## config.mk

```make
export PLATFORM = sky130hd
export DESIGN_NAME = mob_register_bank
export DESIGN_NICKNAME = d
export VERILOG_FILES = /design/src/pkg/mob_pkg.sv /design/src/pkg/mob_links.sv /design/src/design/mob_pc.sv /design/src/design/mob_lcd.sv /design/src/design/mob_register_bank.sv
export SDC_FILE = /design/constraint.sdc
export NUM_CORES = 1
export LEC_CHECK = 0
export BUFFER_PORTS_ARGS = -buffer_cell sky130_fd_sc_hd__buf_4
export CAP_MARGIN = 20
export CORE_UTILIZATION = 45
export CTS_CLUSTER_SIZE = 16
export DETAILED_ROUTE_END_ITERATION = 8
export PLACE_DENSITY_LB_ADDON = 0.2
export SLEW_MARGIN = 10
export SYNTH_ARGS = -nofsm -noshare
export SYNTH_HDL_FRONTEND = slang
export SYNTH_HIERARCHICAL = 1
export SYNTH_SLANG_ARGS = --single-unit
export TNS_END_PERCENT = 5
```

## constraint.sdc

```tcl
create_clock -name core_clk -period 3.1 [get_ports core_clk]
set_clock_uncertainty 0.15 [all_clocks]
set_input_delay 0.775 -clock core_clk [delete_from_list [all_inputs] [get_ports core_clk]]
set_output_delay 0.775 -clock core_clk [all_outputs]
set_load 0.01 [all_outputs]
```

## src/pkg/mob_pkg.sv

```systemverilog
// mob_pkg.sv: offsets, field positions, reset values and sizes of the register bank
// assumes: compiled before every other file of the block
package mob_pkg;
    // register offsets seen by the core
    localparam logic [5:0] ADDR_INDIRECT = 6'h00;
    localparam logic [5:0] ADDR_TIMER = 6'h01;
    localparam logic [5:0] ADDR_PC = 6'h02;
    localparam logic [5:0] ADDR_STATUS = 6'h03;
    localparam logic [5:0] ADDR_RAM_PTR = 6'h04;
    localparam logic [5:0] ADDR_PORT5 = 6'h05;
    localparam logic [5:0] ADDR_PORT6 = 6'h06;
    localparam logic [5:0] ADDR_PORT7 = 6'h07;
    localparam logic [5:0] ADDR_PORT8 = 6'h08;
    localparam logic [5:0] ADDR_LCD_CTRL = 6'h09;
    localparam logic [5:0] ADDR_LCD_SEGMENT_ADDRESS = 6'h0a;
    localparam logic [5:0] ADDR_LCD_DATA = 6'h0b;
    localparam logic [5:0] ADDR_CNT_EN = 6'h0c;
    // status and lcd control field positions
    localparam int ST_PAGE_LO = 5;
    localparam int ST_TIMEOUT = 4;
    localparam int ST_PWRDOWN = 3;
    localparam int LCD_BIAS_BIT = 7;
    localparam int LCD_DUTY_LO = 5;
    localparam int LCD_ON_BIT = 4;
    localparam int LCD_WAVE_BIT = 2;
    localparam int LCD_RATE_LO = 0;
    localparam logic [7:0] LCD_CTRL_MASK = 8'hf7;
    // pin vector layout: port 5 high nibble, port 6, port 7, port 8 low five
    localparam int P5_LO = 0;
    localparam int P6_LO = 4;
    localparam int P7_LO = 12;
    localparam int P8_LO = 20;
    localparam int PIN_COUNT = 25;
    // reset values
    localparam logic [11:0] PC_RESET = 12'h000;
    localparam logic [7:0] REG_RESET = 8'h00;
    localparam logic [1:0] TP_POWER_UP = 2'h3;
    // sizes
    localparam int PC_W = 12;
    localparam int JUMP_W = 10;
    localparam int STACK_DEPTH = 8;
    localparam int SEG_COUNT = 32;
    // common slot length in ticks per rate code and duty (1/2,1/3,1/4); decimal 256/172/128 etc
    localparam logic [8:0] LCD_BASE [4][3] = '{
        '{9'h100, 9'h0ac, 9'h080}, '{9'h118, 9'h0bc, 9'h08c},
        '{9'h130, 9'h0cc, 9'h098}, '{9'h0e8, 9'h09c, 9'h074}};
endpackage

```

## src/pkg/mob_links.sv

```systemverilog
// mob_links.sv: carriers between the register bank and its pc and lcd units
// assumes: both ends on core_clk
`timescale 1ns/1ns
`default_nettype none
interface mob_pc_if;
    logic jmp, call, ret, addAcc, movLow, step;
    logic [9:0] target;
    logic [7:0] acc;
    logic [1:0] page;
    logic [11:0] pc;
    modport core(output jmp, call, ret, addAcc, movLow, step, target, acc, page, input pc);
    modport unit(input jmp, call, ret, addAcc, movLow, step, target, acc, page, output pc);
endinterface

interface mob_lcd_if;
    logic [7:0] ctrl;
    logic [4:0] addr;
    logic wr, tick;
    logic [3:0] wrData, rdData;
    modport core(output ctrl, addr, wr, tick, wrData, input rdData);
    modport unit(input ctrl, addr, wr, tick, wrData, output rdData);
endinterface
`default_nettype wire

```

## src/design/mob_pc.sv

```systemverilog
// mob_pc.sv: program counter with paged loads and return stack
// assumes: at most one pc command per cycle from the core
`timescale 1ns/1ns
`default_nettype none
module mob_pc #(
    parameter int STACK_DEPTH = mob_pkg::STACK_DEPTH
) (
    input wire logic core_clk,
    input wire logic reset_n,
    mob_pc_if.unit link
);
    localparam int PTR_W = $clog2(STACK_DEPTH);
    logic [11:0] stackMem [STACK_DEPTH];
    logic [PTR_W-1:0] stackTop;
    logic [11:0] pc;
    logic [9:0] addSum;

    assign link.pc = pc;
    assign addSum = pc[9:0] + {2'h0, link.acc}; // carry ripples into bits 8 and 9

    ////////////////////////////////////////////////////////////////////////
    // counter update; page bits follow status on every load except a return, which restores the stacked page
    always_ff @(posedge core_clk) begin
        if (!reset_n) begin
            pc <= mob_pkg::PC_RESET;
        end else if (link.call || link.jmp) begin
            pc <= {link.page, link.target};
        end else if (link.ret) begin
            pc <= stackMem[stackTop];
        end else if (link.addAcc) begin
            pc <= {link.page, addSum};
        end else if (link.movLow) begin
            pc <= {link.page, pc[9:8], link.acc};
        end else if (link.step) begin
            pc <= pc + 12'h001;
        end
    end

    // circular stack: a ninth call silently overwrites the oldest entry
    always_ff @(posedge core_clk) begin
        if (!reset_n) begin
            stackTop <= '0;
        end else if (link.call) begin
            stackTop <= stackTop + 1'b1;
            stackMem[stackTop + 1'b1] <= pc + 12'h001;
        end else if (link.ret) begin
            stackTop <= stackTop - 1'b1;
        end
    end
endmodule
`default_nettype wire

```

## src/design/mob_lcd.sv

```systemverilog
// mob_lcd.sv: display memory, frame timing and digital com/seg drive
// assumes: tick is a one-cycle pulse per sub-oscillator rising edge
`timescale 1ns/1ns
`default_nettype none
module mob_lcd (
    input wire logic core_clk,
    input wire logic reset_n,
    mob_lcd_if.unit link,
    output logic [3:0] comOut,
    output logic [31:0] segOut
);
    logic [3:0] dispMem [mob_pkg::SEG_COUNT];
    logic [8:0] tickCnt, base;
    logic [1:0] phase, dutyIdx, dutyLast;
    logic lcdOn, pol, frameOdd;
    logic [31:0] segNext;

    assign lcdOn = link.ctrl[mob_pkg::LCD_ON_BIT];
    // quarter duty whenever the upper select bit is set
    assign dutyIdx = link.ctrl[mob_pkg::LCD_DUTY_LO+1] ? 2'h2 : {1'b0, link.ctrl[mob_pkg::LCD_DUTY_LO]};
    assign dutyLast = dutyIdx + 2'h1;
    assign base = mob_pkg::LCD_BASE[link.ctrl[mob_pkg::LCD_RATE_LO +: 2]][dutyIdx];
    // A type flips inside each slot, B type flips once per frame
    assign pol = link.ctrl[mob_pkg::LCD_WAVE_BIT] ? frameOdd : (tickCnt >= (base >> 1));
    assign link.rdData = dispMem[link.addr];

    ////////////////////////////////////////////////////////////////////////
    // display memory written through the segment data register
    always_ff @(posedge core_clk) begin
        if (link.wr) begin
            dispMem[link.addr] <= link.wrData;
        end
    end

    // each common slot lasts base ticks, so a frame is base times duty
    always_ff @(posedge core_clk) begin
        if (!reset_n || !lcdOn) begin
            tickCnt <= 9'h000;
            phase <= 2'h0;
            frameOdd <= 1'b0;
        end else if (link.tick) begin
            if (tickCnt == base - 9'h001) begin
                tickCnt <= 9'h000;
                if (phase == dutyLast) begin
                    phase <= 2'h0;
                    frameOdd <= ~frameOdd;
                end else begin
                    phase <= phase + 2'h1;
                end
            end else begin
                tickCnt <= tickCnt + 9'h001;
            end
        end
    end

    // one segment line per memory entry, bit picked by the active common
    for (genvar s = 0; s < mob_pkg::SEG_COUNT; s++) begin : g_seg
        assign segNext[s] = dispMem[s][phase] ^ pol;
    end

    // outputs grounded while the panel is off
    always_ff @(posedge core_clk) begin
        if (!reset_n || !lcdOn) begin
            comOut <= 4'h0;
            segOut <= 32'h0000_0000;
        end else begin
            comOut <= (4'h1 << phase) ^ {4{pol}};
            segOut <= segNext;
        end
    end
endmodule
`default_nettype wire

```

## src/design/mob_register_bank.sv

```systemverilog
// mob_register_bank.sv: low-address operational registers of the 8-bit core
// assumes: one register access per cycle; pins asynchronous to core_clk
`timescale 1ns/1ns
`default_nettype none
module mob_register_bank #(
    parameter int STACK_DEPTH = mob_pkg::STACK_DEPTH
) (
    input wire logic core_clk,
    input wire logic reset_n,
    input wire logic powerUp,
    input wire logic [5:0] regAddr,
    input wire logic regWr,
    input wire logic [7:0] regWrData,
    output logic [7:0] regRdData,
    output logic extSel,
    output logic extWr,
    output logic [7:0] extAddr,
    input wire logic [7:0] extRdData,
    input wire logic jmpGo,
    input wire logic callGo,
    input wire logic retGo,
    input wire logic pcAddAcc,
    input wire logic pcStep,
    input wire logic [9:0] opTarget,
    output logic [11:0] pcValue,
    input wire logic flagWr,
    input wire logic [2:0] flagIn,
    input wire logic sleepExec,
    input wire logic wdtClearExec,
    input wire logic wdtTimeout,
    input wire logic timerExtSel,
    input wire logic timerPin,
    output logic timerWrap,
    input wire logic [24:0] pinDir,
    input wire logic [24:0] pinIn,
    output logic [24:0] pinOut,
    output logic [24:0] pinDriveN,
    output logic controlPageSelect,
    output logic [1:0] dataBankSelect,
    input wire logic subOscPin,
    output logic lcdBiasSel,
    output logic [3:0] comOut,
    output logic [31:0] segOut,
    output logic counterOneRun,
    output logic counterTwoRun,
    output logic highPulseTimerRun,
    output logic lowPulseTimerRun
);
    logic [5:0] effAddr;
    logic isLocal;
    logic [7:0] timerCount, ramPtr, lcdCtrl;
    logic [4:0] lcdAddr;
    logic [3:0] cntEn;
    logic [1:0] romPage;
    logic [2:0] aluFlags;
    logic timeOut, powerDown, ctrlPage, timerTick;
    logic [24:0] pinLatch, pinS1, pinS2, pinRd;
    logic tpS1, tpS2, tpS3, soS1, soS2, soS3;

    mob_pc_if pcLink();
    mob_lcd_if lcdLink();

    // write hit after pointer redirection; clocked use only, an assign would miss updates
    function automatic logic wrAt(input logic [5:0] a);
        return regWr && (effAddr == a);
    endfunction

    ////////////////////////////////////////////////////////////////////////
    // address decode; offset zero has no storage and follows the pointer
    assign effAddr = (regAddr == mob_pkg::ADDR_INDIRECT) ? ramPtr[5:0] : regAddr;
    assign isLocal = (effAddr != mob_pkg::ADDR_INDIRECT) && (effAddr <= mob_pkg::ADDR_CNT_EN);
    assign extSel = !isLocal && (effAddr != mob_pkg::ADDR_INDIRECT);
    assign extWr = regWr && extSel;
    assign extAddr = {ramPtr[7:6], effAddr};
    assign dataBankSelect = ramPtr[7:6];

    ////////////////////////////////////////////////////////////////////////
    // synchronisers: first stage feeds only the second
    always_ff @(posedge core_clk) begin
        if (!reset_n) begin
            pinS1 <= '0;
            pinS2 <= '0;
            {tpS1, tpS2, tpS3} <= 3'h0;
            {soS1, soS2, soS3} <= 3'h0;
        end else begin
            pinS1 <= pinIn;
            pinS2 <= pinS1;
            {tpS1, tpS2, tpS3} <= {timerPin, tpS1, tpS2};
            {soS1, soS2, soS3} <= {subOscPin, soS1, soS2};
        end
    end

    ////////////////////////////////////////////////////////////////////////
    // timer count: a software write beats the increment in the same cycle
    assign timerTick = timerExtSel ? (tpS2 && !tpS3) : 1'b1;

    always_ff @(posedge core_clk) begin
        if (!reset_n) begin
            timerCount <= mob_pkg::REG_RESET;
            timerWrap <= 1'b0;
        end else begin
            timerWrap <= 1'b0;
            if (wrAt(mob_pkg::ADDR_TIMER)) begin
                timerCount <= regWrData;
            end else if (timerTick) begin
                timerCount <= timerCount + 8'h01;
                timerWrap <= (timerCount == 8'hff);
            end
        end
    end

    ////////////////////////////////////////////////////////////////////////
    // program counter unit
    assign pcLink.jmp = jmpGo;
    assign pcLink.call = callGo;
    assign pcLink.ret = retGo;
    assign pcLink.addAcc = pcAddAcc;
    assign pcLink.movLow = regWr && (effAddr == mob_pkg::ADDR_PC);
    assign pcLink.step = pcStep;
    assign pcLink.target = opTarget;
    assign pcLink.acc = regWrData;
    assign pcLink.page = romPage;
    assign pcValue = pcLink.pc;

    mob_pc #(.STACK_DEPTH(STACK_DEPTH)) u_pc (
        .core_clk(core_clk),
        .reset_n(reset_n),
        .link(pcLink)
    );

    ////////////////////////////////////////////////////////////////////////
    // status: page and alu flags writable; the cause flags are hardware only.
    // the cause flags survive a pin reset so the wake cause stays readable
    always_ff @(posedge core_clk) begin
        if (!reset_n) begin
            romPage <= 2'h0;
            aluFlags <= 3'h0;
            if (powerUp) begin
                {timeOut, powerDown} <= mob_pkg::TP_POWER_UP;
            end
        end else begin
            if (wrAt(mob_pkg::ADDR_STATUS)) begin
                romPage <= regWrData[mob_pkg::ST_PAGE_LO +: 2];
                aluFlags <= regWrData[2:0];
            end else if (flagWr) begin
                aluFlags <= flagIn;
            end
            if (sleepExec || wdtClearExec) begin
                timeOut <= 1'b1;
            end else if (wdtTimeout) begin
                timeOut <= 1'b0;
            end
            if (wdtClearExec) begin
                powerDown <= 1'b1;
            end else if (sleepExec) begin
                powerDown <= 1'b0;
            end
        end
    end

    ////////////////////////////////////////////////////////////////////////
    // ram pointer and port 5 page bit
    always_ff @(posedge core_clk) begin
        if (!reset_n) begin
            ramPtr <= mob_pkg::REG_RESET;
            ctrlPage <= 1'b0;
        end else begin
            if (wrAt(mob_pkg::ADDR_RAM_PTR)) begin
                ramPtr <= regWrData;
            end
            if (wrAt(mob_pkg::ADDR_PORT5)) begin
                ctrlPage <= regWrData[0];
            end
        end
    end
    assign controlPageSelect = ctrlPage;

    ////////////////////////////////////////////////////////////////////////
    // port latches; a direction bit of 1 makes the pin an input
    always_ff @(posedge core_clk) begin
        if (!reset_n) begin
            pinLatch <= '0;
        end else begin
            if (wrAt(mob_pkg::ADDR_PORT5)) begin
                pinLatch[mob_pkg::P5_LO +: 4] <= regWrData[7:4];
            end
            if (wrAt(mob_pkg::ADDR_PORT6)) begin
                pinLatch[mob_pkg::P6_LO +: 8] <= regWrData;
            end
            if (wrAt(mob_pkg::ADDR_PORT7)) begin
                pinLatch[mob_pkg::P7_LO +: 8] <= regWrData;
            end
            if (wrAt(mob_pkg::ADDR_PORT8)) begin
                pinLatch[mob_pkg::P8_LO +: 5] <= regWrData[4:0];
            end
        end
    end
    assign pinOut = pinLatch;
    assign pinDriveN = pinDir;
    assign pinRd = (pinDir & pinS2) | (~pinDir & pinLatch);

    ////////////////////////////////////////////////////////////////////////
    // lcd control, segment address and counter enables
    always_ff @(posedge core_clk) begin
        if (!reset_n) begin
            lcdCtrl <= mob_pkg::REG_RESET;
            lcdAddr <= 5'h00;
            cntEn <= 4'h0;
        end else begin
            if (wrAt(mob_pkg::ADDR_LCD_CTRL)) begin
                lcdCtrl <= regWrData & mob_pkg::LCD_CTRL_MASK;
            end
            if (wrAt(mob_pkg::ADDR_LCD_SEGMENT_ADDRESS)) begin
                lcdAddr <= regWrData[4:0];
            end
            if (wrAt(mob_pkg::ADDR_CNT_EN)) begin
                cntEn <= regWrData[3:0];
            end
        end
    end
    assign lcdBiasSel = lcdCtrl[mob_pkg::LCD_BIAS_BIT];
    assign {lowPulseTimerRun, highPulseTimerRun, counterTwoRun, counterOneRun} = cntEn;

    assign lcdLink.ctrl = lcdCtrl;
    assign lcdLink.addr = lcdAddr;
    assign lcdLink.wr = regWr && (effAddr == mob_pkg::ADDR_LCD_DATA);
    assign lcdLink.wrData = regWrData[3:0];
    assign lcdLink.tick = soS2 && !soS3;

    mob_lcd u_lcd (
        .core_clk(core_clk),
        .reset_n(reset_n),
        .link(lcdLink),
        .comOut(comOut),
        .segOut(segOut)
    );

    ////////////////////////////////////////////////////////////////////////
    // read data registered one cycle after the address
    always_ff @(posedge core_clk) begin
        if (!reset_n) begin
            regRdData <= mob_pkg::REG_RESET;
        end else begin
            case (effAddr)
                mob_pkg::ADDR_INDIRECT: regRdData <= 8'h00;
                mob_pkg::ADDR_TIMER: regRdData <= timerCount;
                mob_pkg::ADDR_PC: regRdData <= pcLink.pc[7:0];
                mob_pkg::ADDR_STATUS: regRdData <= {1'b0, romPage, timeOut, powerDown, aluFlags};
                mob_pkg::ADDR_RAM_PTR: regRdData <= ramPtr;
                mob_pkg::ADDR_PORT5: regRdData <= {pinRd[3:0], 3'h0, ctrlPage};
                mob_pkg::ADDR_PORT6: regRdData <= pinRd[11:4];
                mob_pkg::ADDR_PORT7: regRdData <= pinRd[19:12];
                mob_pkg::ADDR_PORT8: regRdData <= {3'h0, pinRd[24:20]};
                mob_pkg::ADDR_LCD_CTRL: regRdData <= lcdCtrl;
                mob_pkg::ADDR_LCD_SEGMENT_ADDRESS: regRdData <= {3'h0, lcdAddr};
                mob_pkg::ADDR_LCD_DATA: regRdData <= {4'h0, lcdLink.rdData};
                mob_pkg::ADDR_CNT_EN: regRdData <= {4'h0, cntEn};
                default: regRdData <= extRdData;
            endcase
        end
    end
endmodule
`default_nettype wire

```

# Word-level counts from Yosys, hierarchy flattened

Memories as Yosys holds them, arrays and structs flattened. A register that Yosys moved wholly into a read port is not among the register bits.
Cells that the tools add are included.

Input port bits: 101
Bits in writable memories: 224
Memories: 2
Bits in registers: 193
Memory bits (read-only): 0
Logic and storage cells: 253
Latch bits: 0

Memory list:

| name          | depth | bits a word | read ports | clocked after memory_dff | wr ports | RTL line      | RTL |
|---|---|---|---|---|---|---|---|
| u_lcd.dispMem | 32    | 4           | 33         | 1                        | 1        | mob_lcd.sv:12 | `logic [3:0] dispMem [mob_pkg::SEG_COUNT];` |
| u_pc.stackMem | 8     | 12          | 1          | 1                        | 1        | mob_pc.sv:13  | `logic [11:0] stackMem [STACK_DEPTH];` |

$lt $le $gt $ge: 5
Multipliers: 0
Add/sub/neg operators: 9
Shift-type cells: 1
Equality and inequality tests: 18
Bitwise operators: 42
Reductions and logical operators: 40
Mux-type cells: 104
Divide/modulo/power cells: 0

Operators with widths:

| operator                                       | number |
|---|---|
| case mux 8 bit (13 select lines)               | 1 |
| binary-select mux 1 bit (select 2 bit)         | 32 |
| two-way mux 12 bit                             | 5 |
| binary-select mux 27 bit (select 2 bit)        | 1 |
| two-way mux 27 bit                             | 2 |
| AND 25 bit                                     | 2 |
| two-way mux 1 bit                              | 46 |
| XOR 1 bit                                      | 32 |
| == test 6 x 4 -> 1 bit (second input constant) | 5 |
| two-way mux 9 bit                              | 3 |
| inverter 25 bit                                | 1 |
| OR 25 bit                                      | 1 |
| == test 6 x 3 -> 1 bit (second input constant) | 4 |
| binary-select mux 9 bit (select 2 bit)         | 1 |
| two-way mux 3 bit                              | 6 |
| logical AND 1 bit                              | 17 |
| two-way mux 8 bit                              | 2 |
| adder 12 x 1 -> 12 bit (second input constant) | 1 |
| == test 6 x 2 -> 1 bit (second input constant) | 2 |
| zero test 6 bit                                | 2 |
| adder 10 x 8 -> 10 bit                         | 1 |
| two-way mux 5 bit                              | 2 |
| adder 9 x 1 -> 9 bit (second input constant)   | 1 |
| == test 9 bit                                  | 1 |
| 29 further kinds                               | 48 |

# Logic depth before layout (Yosys ltp)

Depth in word-level cells: 10
Gate-level depth with buffers: 14

# Hierarchy

The synthesis kept the hierarchy.

By module, submodules not included:

| module            | seq. area each (um2) | times used | area each (um2) | cells an instance |
|---|---|---|---|---|
| mob_lcd           | 4804.6               | 1          | 8257.9          | 573 |
| mob_register_bank | 2622.5               | 1          | 5963.2          | 655 |
| mob_pc            | 3243.1               | 1          | 5323.9          | 376 |

# Least setup slack after synthesis

OpenSTA, ideal clock, no wires.

Kind: input to register
From: input regAddr[2]
To: memory u_lcd.dispMem[12][0] (enable)
Slack: -136 ps
Setup time: 330 ps
Arrival: 2756 ps
Stages: 8
Data required time: 2620 ps
Path through: buf_2 -> nor4_4 -> a21oi_2 -> clkbuf_1 -> nor2_1 -> or3b_2 -> clkbuf_1 -> nor2_1

Longest elaborated chain between the ends: 6

Ends and longest elaborated chain:

| item                                        | RTL line                 | RTL |
|---|---|---|
| from (decl)                                 | mob_register_bank.sv:11  | `input wire logic [5:0] regAddr,` |
| zero test 6 bit                             | mob_register_bank.sv:70  | `assign effAddr = (regAddr == mob_pkg::ADDR_INDIRECT) ? ramPtr[5:0] : regAddr;` |
| two-way mux 6 bit (*)                       | mob_register_bank.sv:70  |  |
| == test 6 x 4 -> 1 bit (*)                  | mob_register_bank.sv:226 | `assign lcdLink.wr = regWr && (effAddr == mob_pkg::ADDR_LCD_DATA);` |
| logical AND 1 bit (*)                       | mob_register_bank.sv:226 |  |
| named net lcdLink.wr                        | mob_links.sv:18          | `logic wr, tick;` |
| two-way mux 1 bit (*)                       | mob_lcd.sv:30            | `if (link.wr) begin` |
| two-way mux 1 bit (implied by the code) (*) | mob_lcd.sv:31            | `dispMem[link.addr] <= link.wrData;` |
| to (decl)                                   | mob_lcd.sv:12            |  |

The timed path passes the listed nets; every way through them passes the cells marked *.

# Final worst setup path

From: register ramPtr[0]
To: output extWr

Longest elaborated chain between the ends: 6

Ends and longest elaborated chain:

| item                                                                                 | RTL line                                         | RTL |
|---|---|---|
| from (decl)                                                                          | mob_register_bank.sv:51                          | `logic [7:0] timerCount, ramPtr, lcdCtrl;` |
| from (signal assigned)                                                               | mob_register_bank.sv:165                         | `ramPtr <= mob_pkg::REG_RESET;` |
| from (signal assigned)                                                               | mob_register_bank.sv:169                         | `ramPtr <= regWrData;` |
| two-way mux 6 bit (*)                                                                | mob_register_bank.sv:70                          |  |
| less-or-equal comparator 6 x 4 -> 1 bit / nonzero test 6 bit (equally long branches) | mob_register_bank.sv:71, mob_register_bank.sv:72 |  |
| logical AND 1 bit                                                                    | mob_register_bank.sv:71                          | `assign isLocal = (effAddr != mob_pkg::ADDR_INDIRECT) && (effAddr <= mob_pkg::ADDR_CNT_EN);` |
| zero test 1 bit                                                                      | mob_register_bank.sv:72                          | `assign extSel = !isLocal && (effAddr != mob_pkg::ADDR_INDIRECT);` |
| logical AND 1 bit (*)                                                                | mob_register_bank.sv:72                          |  |
| logical AND 1 bit (*)                                                                | mob_register_bank.sv:73                          | `assign extWr = regWr && extSel;` |
| to (decl)                                                                            | mob_register_bank.sv:16                          | `output logic extWr,` |

Mark *: on every way between the ends. The rest lies on a longest branch, timed or not.

==> summary.txt <==
worst r2r dst: u_lcd/segOut[6]$_SDFF_PP0_
worst skew pair latency: 610 ps
worst slew pin tran: 830 ps
gpl congestion: 0.904
CP max FO: 16
port bufs: 225
status: completed
global-route wire length before repair: 81.0 mm
internal reg-to-reg setup slack: 220 ps
Period Utilization, post-route: 96.3%
Worst Hold Class: primary input to register
CTS clk-pin slew, worst paths: 60 ps
YS warnings: 6
Arr. time, crit path: 2060 ps
Root Buffer Master: clkbuf_16
Total GRT Usage: 24.0%
vias in the first global route: 13500
Final Setup Violations: 0
Worst EP required: 2170 ps
r2r startpoint: lcdCtrl[0]$_SDFFE_PN0P_
placed cell count: 2390
setup ws final: 114 ps
Area Growth Syn to Fin: 22.3%
non-filler cells, final: 2478
internal power: 0.00976 W
Sw Share: 23.1%
leakage: 8.73 nW
hold path depth: 2
VDD IR max: 455 uV
via count: 14100
WHS Endpoint: pinS1[13]$_SDFF_PN0_
DR WL/cell: 21.5 um
Synth Area per Inst: 12.2 sq um
Sink Count: 420
Post-Syn Area: 19500 sq um
P per Cell Area: 531 nW/um^2
Post-CTS Hold Buffers: 0
clock buffer depth: 3
pre-CTS setup slack: 19.5 ps
site row count: 75
final hold viol count: 0
crit path launch type: register
starting density of the core: 46.1%
die span in y: 210 um
largest net degree at the start of global routing: 67
RSZ-0062 raised after global routing: yes
worst hold slack: 253 ps
hpwl dp: 37.3 mm
Rel. slew slack: 44.7%
layout cells sized above 1: 29.8%
Psw: 0.00293 W
Nets: 1990
Worst Min Path Start: pinIn[13]
Peak Freq: 335 MHz
post-route ant nets: 0
DR DRC count: 0
Routed WL: 53.3 mm
IO Pins: 226
Die ar.: 44300 sq um
Post-Synthesis Cells: 1603
DR pass1 iterations: 5
initial antenna violation count: 0
Die Wd: 210 um
worst-path cell chain: o211ai_1, a2111o_1, o211a_1, nor2_1, buf_4
sequential share of power: 47.9%
CP max stage cell: a2111o_1
critical path class: register to output port
Fillers: 3598
R2R depth: 13
commonest non-fill, non-tap cell in the layout: buf_4
Slew Limit Fails: 0
Logic pwr share: 8.0%
max cap viols: 0
gr ovfl total: 0
crit-path max cell delay: 460 ps
Tmin final: 2990 ps
CTS Buf Count: 46
Worst setup EP type: output port
CTS tree: yes
number of vias per cell: 5.71
Core Region: 42400 sq um
highest-count cells in the layout ignoring fill and taps: 331 x buf_4, 226 x edfxtp_1, 183 x dfxtp_1
Synth Net Count: 1731
share of total power in the clock network: 44.1%
1st-iter DRT viols: 1146
H-tree depth: 2
[power groups by stage]
stage / registers [W] / clock network, W / logic [W]
final: 0.00607 / 0.00560 / 0.00102
after floorplan: 0.00616 / 0 / 0.000578
after detailed placement: 0.00619 / 0 / 0.00101
after global routing: 0.00608 / 0.00591 / 0.00109
after CTS: 0.00607 / 0.00569 / 0.00102
after global placement: 0.00619 / 0 / 0.00100
[layer usage]
metal,vias up,wire [um],global-route usage [%],share of wire [%]
met2,617,24900,37.6,47
met5,-,0,0,0
li1,6477,-,-,-
met3,91,4180,4.63,7.8
met1,6960,22800,33.6,43
met4,0,1380,8.00,2.6
[critical path, delay by kind of cell, from the launching register on]
| kind | cells | cell delay (ps) |
|---|---|---|
| AOI/OAI and AO/OA | 3 | 790 |
| DFF | 1 | 440 |
| buffers and inverters | 1 | 130 |
| and+or+nand+nor | 1 | 120 |
[cell type report]
cell class | count | area [sq um] | area share, %
Clock inverter | 24 | 258 | 1.08
Inverter | 37 | 139 | 0.581
Timing Repair Buffer | 338 | 2630 | 11.0
Sequential cell | 420 | 10700 | 44.7
Clock buffer | 62 | 1310 | 5.47
Antenna cell | 1 | 2.50 | 0.0105
Multi-Input combinational cell | 1019 | 8160 | 34.1
Tap cell | 577 | 722 | 3.02
[worst max path at each step]
stage,from,to,slack [ps],depth (start not counted)
after global placement,regAddr[3],regRdData[0]$_SDFF_PN0_,120,6
final,ramPtr[0]$_SDFFE_PN0P_,extWr,110,5
after CTS,lcdCtrl[0]$_SDFFE_PN0P_,u_lcd/segOut[11]$_SDFF_PP0_,4,13
after detailed placement,lcdCtrl[0]$_SDFFE_PN0P_,u_lcd/segOut[11]$_SDFF_PP0_,20,13
after floorplan,regAddr[5],u_lcd/dispMem[28][0]$_DFFE_PP_,-40,8
after global routing,lcdCtrl[0]$_SDFFE_PN0P_,u_lcd/segOut[6]$_SDFF_PP0_,-40,13
[through the flow]
step	area, sq um	utilization, %	power (W)	TNS [ps]
after CTS	23800	56.2	0.0128	0
after global placement	22300	52.5	0.00719	0
after floorplan	19600	-	0.00674	-604
after detailed placement	22300	52.5	0.00720	0
final	23900	56.4	0.0127	0
after global routing	23900	56.4	0.0131	-338
[what timing repair did]
action / in CTS / in global routing
cloned: 0 / 1
buffers inserted: 0 / 0
resized for setup: 3 / 17
endpoints found under the setup margin: 2 / 46
[registers in the layout (all words and copies together), names as in the netlist, 3 cells and up, named ones only]
name / flops
lcdCtrl: 7
u_pc/stackTop: 3
u_pc/stackMem: 96
u_pc/link.pc: 12
u_lcd/tickCnt: 9
aluFlags: 3
u_lcd/dispMem: 128
pinS1: 25
lcdAddr: 5
pinS2: 25
pinOut: 25
u_lcd/comOut: 4
u_lcd/segOut: 32
timerCount: 8
regRdData: 8
ramPtr: 8
cntEn: 4
Power figures use the tool's default switching activity.
